File: src/rtl/pm_regs.svh
// Constants for the power management capability block
`ifndef PM_REGS_SVH
`define PM_REGS_SVH
`define PM_CAP_OFFSET 8'h40
`define PM_CSR_OFFSET 8'h44
`define PM_CAP_SUPPORT 5'h08
`define PM_CAP_CLOCK 1'h1
`define PM_CAP_VERSION 3'h2
`define PM_CAP_NEXT 8'h00
`define PM_CAP_ID 8'h01
`define PM_STATUS_BIT 15
`define PM_ENABLE_BIT 8
`define PM_STATE_D0 2'h0
`define PM_STATE_D3HOT 2'h3
`define PM_CHANNELS 2
`define PM_DELTA_W 4
`define PM_SLEEP_SETTLE_MS 20
`endif

File: src/rtl/pm_pkg.sv
// Types for the power management capability block
package pm_pkg;
    typedef enum logic [1:0] {
        D0_UNINIT,
        D0_ACTIVE,
        D3_HOT
    } power_phase_t;
endpackage

File: src/rtl/pci_power_state_manager.sv
// PCI power management capability registers and power state machine
// Function
// - Two capability words at config offsets 0x40 and 0x44
// - Wake support field reads 01000b
// - Wake clock bit reads one
// - Reserved zero, version 010b, next 00, ID 01
// - Data and bridge fields read zero
// - Status bit15, enable bit8, state bits1:0
// - Only D0 and D3hot supported
// - Uninitialized after reset, active once initialized
// - D0 active accepts all, interrupts allowed
// - D3hot: config only, no memory, no interrupt
// - Channels keep receiving in D3hot
// - Receive start bit wakes when enabled
// - Modem delta flag wakes when enabled
// - Status flag set regardless of enable
// - Status cleared only by writing one
// - D3hot to D0 goes active, keeps context
// - Output drivers off during D3hot to D0 uninit; the phase machine never takes that path, so pci_drive_en stays high
// - Context preserved in D3hot
// - Sleep mode independent of power state
// - Reset returns everything to defaults
`timescale 1ns/1ns
`include "pm_regs.svh"
module pci_power_state_manager
(
    input wire logic clk,
    input wire logic rst_n,
    input wire logic cfg_wr,
    input wire logic cfg_rd,
    input wire logic [7:0] cfg_addr,
    input wire logic [31:0] cfg_wdata,
    input wire logic [3:0] cfg_be,
    output logic [31:0] cfg_rdata,
    output logic cfg_hit,
    input wire logic sw_init_done,
    input wire logic mem_req,
    output logic mem_accept,
    input wire logic uart_irq,
    output logic inta_out,
    output logic pci_drive_en,
    input wire logic [`PM_CHANNELS-1:0] rx_pin,
    input wire logic [`PM_CHANNELS*`PM_DELTA_W-1:0] modem_input_status,
    input wire logic sleep_request,
    output logic sleep_allow,
    output logic rx_enable,
    output logic wake_event_n,
    output logic [1:0] power_phase
);
    import pm_pkg::*;

    power_phase_t phase_reg;
    power_phase_t phase_next;
    logic wake_status_flag_reg;
    logic wake_enable_bit_reg;
    logic [1:0] power_state_field_reg;
    logic [1:0] power_state_field_next;
    logic [31:0] rdata_reg;
    logic hit_reg;
    logic pme_reg;
    logic [`PM_CHANNELS-1:0] chan_event;
    wire any_event;
    wire sel_cap;
    wire sel_csr;
    wire csr_wr;
    wire low_wr;
    wire high_wr;
    wire state_ok;
    wire [31:0] cap_word;
    wire [31:0] csr_word;
    wire in_d3;

    // Two capability words sitting at their configuration offsets
    function automatic logic addr_is(input logic [7:0] a, input logic [7:0] off);
        addr_is = (a[7:2] == off[7:2]);
    endfunction

    //--------------------------------------------------------------
    // Wake event detection per channel
    //--------------------------------------------------------------
    genvar ch;
    generate
        for (ch = 0; ch < `PM_CHANNELS; ch = ch + 1)
        begin : g_chan
            wake_detect u_det
            (
                .clk(clk),
                .rst_n(rst_n),
                .rx_pin(rx_pin[ch]),
                .modem_delta(modem_input_status[ch*`PM_DELTA_W +: `PM_DELTA_W]),
                .event_pulse(chan_event[ch])
            );
        end
    endgenerate

    //--------------------------------------------------------------
    // Decode
    //--------------------------------------------------------------
    // capability decode
    assign sel_cap = addr_is(cfg_addr, `PM_CAP_OFFSET);
    assign sel_csr = addr_is(cfg_addr, `PM_CSR_OFFSET);
    assign csr_wr = cfg_wr & sel_csr;
    assign low_wr = csr_wr & cfg_be[0];
    assign high_wr = csr_wr & cfg_be[1];
    assign in_d3 = (phase_reg == D3_HOT);
    // start bit events only count in D3hot
    assign any_event = in_d3 & (|chan_event);

    // support field, clock bit, fixed fields
    assign cap_word = {`PM_CAP_SUPPORT, 7'h00, `PM_CAP_CLOCK, `PM_CAP_VERSION, `PM_CAP_NEXT, `PM_CAP_ID};
    // data and bridge zero; status layout
    assign csr_word = {16'h0000, wake_status_flag_reg, 6'h00, wake_enable_bit_reg, 6'h00, power_state_field_reg};

    // only D0 and D3hot encodings are accepted
    assign state_ok = (cfg_wdata[1:0] == `PM_STATE_D0) | (cfg_wdata[1:0] == `PM_STATE_D3HOT);

    //--------------------------------------------------------------
    // Power state field and phase machine
    //--------------------------------------------------------------
    // Next state field value on writes
    always_comb
    begin
        power_state_field_next = power_state_field_reg;
        if (low_wr && state_ok)
        begin
            power_state_field_next = cfg_wdata[1:0];
        end
    end

    // three phases; uninit then active; D3 back to active
    always_comb
    begin
        phase_next = phase_reg;
        case (phase_reg)
            D0_UNINIT:
            begin
                if (power_state_field_next == `PM_STATE_D3HOT)
                begin
                    phase_next = D3_HOT;
                end
                else if (sw_init_done)
                begin
                    phase_next = D0_ACTIVE;
                end
            end
            D0_ACTIVE:
            begin
                if (power_state_field_next == `PM_STATE_D3HOT)
                begin
                    phase_next = D3_HOT;
                end
            end
            D3_HOT:
            begin
                if (power_state_field_next == `PM_STATE_D0)
                begin
                    phase_next = D0_ACTIVE;
                end
            end
            default:
            begin
                phase_next = D0_UNINIT;
            end
        endcase
    end

    // synchronous reset restores defaults; no other path clears context
    always_ff @(posedge clk)
    begin
        if (!rst_n)
        begin
            phase_reg <= D0_UNINIT;
            power_state_field_reg <= `PM_STATE_D0;
            wake_enable_bit_reg <= 1'b0;
        end
        else
        begin
            phase_reg <= phase_next;
            power_state_field_reg <= power_state_field_next;
            if (high_wr)
            begin
                wake_enable_bit_reg <= cfg_wdata[`PM_ENABLE_BIT];
            end
        end
    end

    //--------------------------------------------------------------
    // Wake status and wake output
    //--------------------------------------------------------------
    // set on event regardless of enable; write one clears, set wins
    always_ff @(posedge clk)
    begin
        if (!rst_n)
        begin
            wake_status_flag_reg <= 1'b0;
            pme_reg <= 1'b0;
        end
        else
        begin
            if (any_event)
            begin
                wake_status_flag_reg <= 1'b1;
            end
            else if (high_wr && cfg_wdata[`PM_STATUS_BIT])
            begin
                wake_status_flag_reg <= 1'b0;
            end
            // wake output follows enabled status while in D3hot
            pme_reg <= in_d3 & wake_enable_bit_reg & (wake_status_flag_reg | any_event);
        end
    end
    assign wake_event_n = ~pme_reg;

    //--------------------------------------------------------------
    // Configuration read path
    //--------------------------------------------------------------
    // Registered read data; unmapped offsets return zero without hit
    always_ff @(posedge clk)
    begin
        if (!rst_n)
        begin
            rdata_reg <= 32'h0000_0000;
            hit_reg <= 1'b0;
        end
        else
        begin
            hit_reg <= (cfg_rd | cfg_wr) & (sel_cap | sel_csr);
            rdata_reg <= !cfg_rd ? 32'h0000_0000 : sel_cap ? cap_word : sel_csr ? csr_word : 32'h0000_0000;
        end
    end
    assign cfg_rdata = rdata_reg;
    assign cfg_hit = hit_reg;

    //--------------------------------------------------------------
    // Function gating by phase
    //--------------------------------------------------------------
    // active accepts memory and raises interrupts; D3hot blocks both
    assign mem_accept = mem_req & (phase_reg == D0_ACTIVE);
    assign inta_out = uart_irq & (phase_reg == D0_ACTIVE);
    // drivers drop only on a D3hot to D0 uninitialized step, which phase_next never takes, so they stay on
    assign pci_drive_en = ~(in_d3 & (phase_next == D0_UNINIT));
    // receivers stay on in every phase
    assign rx_enable = 1'b1;
    // sleep allowed in any phase; software avoids it in D3hot
    assign sleep_allow = sleep_request;
    assign power_phase = phase_reg;
endmodule

File: src/rtl/wake_detect.sv
// Per-channel wake event detector: synchronised receive start bit or modem delta
`timescale 1ns/1ns
`include "pm_regs.svh"
module wake_detect
(
    input wire logic clk,
    input wire logic rst_n,
    input wire logic rx_pin,
    input wire logic [3:0] modem_delta,
    output logic event_pulse
);
    logic rx_meta_reg;
    logic rx_sync_reg;
    logic rx_prev_reg;
    logic [3:0] delta_prev_reg;
    logic event_pulse_reg;
    wire fall_seen;
    wire delta_rise;

    // Start bit is a falling edge; a delta flag counts as it becomes set
    assign fall_seen = rx_prev_reg & ~rx_sync_reg;
    assign delta_rise = |(modem_delta & ~delta_prev_reg);
    assign event_pulse = event_pulse_reg;

    // Two-stage synchroniser, then edge history
    always_ff @(posedge clk)
    begin
        if (!rst_n)
        begin
            rx_meta_reg <= 1'b1;
            rx_sync_reg <= 1'b1;
            rx_prev_reg <= 1'b1;
            delta_prev_reg <= 4'h0;
            event_pulse_reg <= 1'b0;
        end
        else
        begin
            rx_meta_reg <= rx_pin;
            rx_sync_reg <= rx_meta_reg;
            rx_prev_reg <= rx_sync_reg;
            delta_prev_reg <= modem_delta;
            event_pulse_reg <= fall_seen | delta_rise;
        end
    end
endmodule

File: config.mk
export PLATFORM = sky130hd
export DESIGN_NAME = pci_power_state_manager
export DESIGN_NICKNAME = d
export VERILOG_FILES = /design/src/rtl/pm_pkg.sv /design/src/rtl/pci_power_state_manager.sv /design/src/rtl/wake_detect.sv
export VERILOG_INCLUDE_DIRS = /design/src /design/src/rtl
export SDC_FILE = /design/constraint.sdc
export NUM_CORES = 1
export LEC_CHECK = 0
export BUFFER_PORTS_ARGS = -buffer_cell sky130_fd_sc_hd__buf_2
export CORE_ASPECT_RATIO = 1.1
export CORE_UTILIZATION = 39
export DETAILED_ROUTE_END_ITERATION = 8
export HOLD_SLACK_MARGIN = 0.12
export PLACE_DENSITY = 0.76
export SLEW_MARGIN = 20
export SYNTH_ARGS = -nofsm -noshare
export SYNTH_HDL_FRONTEND = slang
export SYNTH_HIERARCHICAL = 1
export SYNTH_SLANG_ARGS = --single-unit
export TNS_END_PERCENT = 5
File: constraint.sdc
create_clock -name clk -period 1.35 [get_ports clk]
set_input_delay 0.27 -clock clk [delete_from_list [all_inputs] [get_ports clk]]
set_output_delay 0.27 -clock clk [all_outputs]
set_load 0.005 [all_outputs]
==> flow_metrics.py <==
metrics = {
    "grt": {
        "grt_max_degree": 16,
        "grt_usage": 0.130,
        "gr-total-overflow": 0,
        "grt_antenna_before_repair": 0,
        "grt_pass1_vias": 912,
        "grt_pass1_wl_um": 3520,
    },
    "sta": {
        "fmax_mhz": 792,
        "drv_slew": 0,
        "finalCritPeriodShare": 0.936,
        "timing_hold_violations_final": 0,
        "final.setup.tns_ns": 0,
        "finClkSkew_ns": 0.00930,
        "fin_crit_ns": 1.26,
        "rsz0062_at_grt": "false",
        "final-setup-viol-count": 0,
    },
    "worst_setup_path": {
        "cpPeakStageDelay_ns": 0.38,
        "crit_path_cell_trace": "and3b_1 > buf_2",
        "crit_family": "flip-flops",
        "critical_path_buf_inv_count": 1,
        "cp-start-kind": "register",
        "path_class": "register to primary output",
        "cp_slowest_cell": "dfxtp_1",
        "crit_fanout": 5,
        "cp.arrival_ns": 0.99,
        "worstSetupEndpointType": "primary output",
        "required_ns": 1.08,
    },
    "final_layout": {
        "seq_area_um2": 581,
        "n_fill_cell": 338,
        "area_delta_synth_final_pct": 18.5,
        "nets": 253,
        "multi_input_area_um2": 599,
        "largest_register_ffs": 8,
        "antenna-diode-count": 0,
        "drive_gt1_frac": 0.349,
        "final_core_util": 0.481,
    },
    "routing": {
        "wl_per_cell_um": 8.49,
        "drtAntennaViolNets": 0,
        "vias_per_cell": 4.15,
        "route.detailed.drc": 0,
        "vias": 995,
        "drtIter0Drc": 20,
        "routed_wl_um": 2040,
        "first_pass_iters": 4,
    },
    "clock_tree": {
        "clock_path_buffers": 2,
        "cts_tree": "built",
        "cts_root_buffer": "clkbuf_4",
        "cts_buffers": 5,
        "postCtsSetupBuffers": 0,
        "clk_latency_ns": 0.32,
        "clk_pin_slew_worst_paths_ns": 0.09,
        "clock_sinks": 29,
        "cts-resized-gates": 0,
        "cts_hold_buf": 2,
        "htree_num_levels": 2,
    },
    "power": {
        "power_w": 0.00154,
        "leakage_nw": 0.805,
        "peakVddDrop_mv": 0.579,
        "powerDensity_mw_per_mm2": 964,
    },
    "logic_synthesis": {
        "synthAdderAreaFrac": 0,
        "synth_top_family_by_area": "simple AND/OR/NAND/NOR gates",
        "synth_seq_area_share": 0.429,
        "yosysWarningCount": 6,
        "ys_types": 37,
        "synth_xor_area_frac": 0,
        "synthCells": 141,
        "async_flop_share": 0,
        "syn_area_mm2": 0.00135,
        "ys_ff_latch": 29,
        "yosys.area_share.simple": 0.241,
        "synth-edff-count": 0,
        "synth_ff_type": "dfxtp_1",
        "avgSynthCellArea_um2": 9.59,
        "synth_compound_area_frac": 0.119,
        "synthMuxAreaShare": 0.00740,
    },
    "die": {
        "start_util": 0.406,
        "coreArea_mm2": 0.00333,
        "num_rows": 22,
        "ioPinCount": 103,
        "die_x_um": 58.2,
        "fp.dieH_um": 63.8,
        "die_area_mm2": 0.00371,
    },
    "min_path": {
        "min_path_type": "input port to register",
    },
    "placement": {
        "routabilityCongestion": 0.845,
        "dp_hpwl_um": 1600,
        "io_buffers": 41,
    },
    "run_status": {
        "outcome": "finished, final reports clean",
    },
    "job": {
        "maxCapViolations": 0,
    },
}
## cells by family after synthesis
family	Yosys count
simple gates	46
other cells	2
flops	29
mux	1
buf+inv	41
compound gates	22
## where the power goes
group	internal, W	switching [W]
clock network	0.000196	0.000301
logic	0.0000804	0.0000745
registers	0.000882	0.0000110
## through the flow
| step | cells | area, um2 | hold WS, ns | worst slack (ns) |
|---|---|---|---|---|
| after CTS | 240 | 1600 | 0.132 | 0.0583 |
| final | 240 | 1600 | 0.151 | 0.0868 |
| after detailed placement | 230 | 1530 | 0.401 | -0.0313 |
| after global routing | 240 | 1600 | 0.135 | 0.00477 |
| after global placement | 230 | 1530 | 0.387 | -0.0399 |
| after floorplan | 166 | 1450 | 0.342 | 0.133 |
## cell usage in the layout (no fill, tap or decap), types with 2 or more instances in the layout
| cell | count |
|---|---|
| a21boi_0 | 2 |
| and2_1 | 9 |
| and2_2 | 2 |
| and3b_1 | 2 |
| buf_2 | 41 |
| buf_4 | 6 |
| clkbuf_4 | 5 |
| clkinv_2 | 2 |
| conb_1 | 27 |
| dfxtp_1 | 29 |
| dlygate4sd3_1 | 2 |
| inv_1 | 10 |
| nand2_1 | 4 |
| nand2b_1 | 7 |
| nand3_1 | 3 |
| nor2_1 | 3 |
| nor2b_1 | 3 |
| nor2b_4 | 2 |
| o211ai_1 | 2 |
| o21ai_0 | 4 |
| o22ai_1 | 6 |
| o31a_1 | 2 |
## worst paths after layout
kind / startpoint / end / slack (ns) / cells after the start
hold / removal: cfg_addr[2] / cfg_rdata[19] / 0.15 / 2
setup reg to reg: power_state_field_reg[1] / power_phase[1] / 0.30 / 3
setup / recovery: power_phase[1] / inta_out / 0.09 / 2
hold reg to reg: g_chan[1].u_det/rx_meta_reg / g_chan[1].u_det/rx_sync_reg / 0.42 / 1
## per-layer routing
| layer | wire length, um | GRT usage | vias to the layer above |
|---|---|---|---|
| li1 | - | - | 513 |
| met4 | 29 | 0.0655 | 0 |
| met5 | 0 | 0 | - |
| met2 | 984 | 0.216 | 49 |
| met1 | 889 | 0.131 | 429 |
| met3 | 135 | 0.0668 | 4 |
## synthesized netlist by cell type (2+ instances only)
library cell | number | share of area
o211ai_1 | 2 | 0.011
nand2b_1 | 7 | 0.032
inv_1 | 10 | 0.028
nor2_1 | 3 | 0.0083
nor2b_4 | 2 | 0.020
nand3_1 | 3 | 0.011
buf_4 | 30 | 0.17
o22ai_1 | 6 | 0.028
a21boi_0 | 2 | 0.011
nor2b_1 | 3 | 0.014
nand2_1 | 4 | 0.011
and2_2 | 2 | 0.011
conb_1 | 2 | 0.0056
o21ai_0 | 4 | 0.015
dfxtp_1 | 29 | 0.43
and2_1 | 9 | 0.042
o31a_1 | 2 | 0.013
and3b_1 | 2 | 0.013
## cell type report
class | count | share of cell area
clock buffer | 5 | 0.0234
multi-input combinational | 96 | 0.374
clock inverter | 3 | 0.0109
inverter | 10 | 0.0234
timing repair buffer | 49 | 0.169
tap | 48 | 0.0375
sequential | 29 | 0.362
Power figures use the tool's default switching activity.
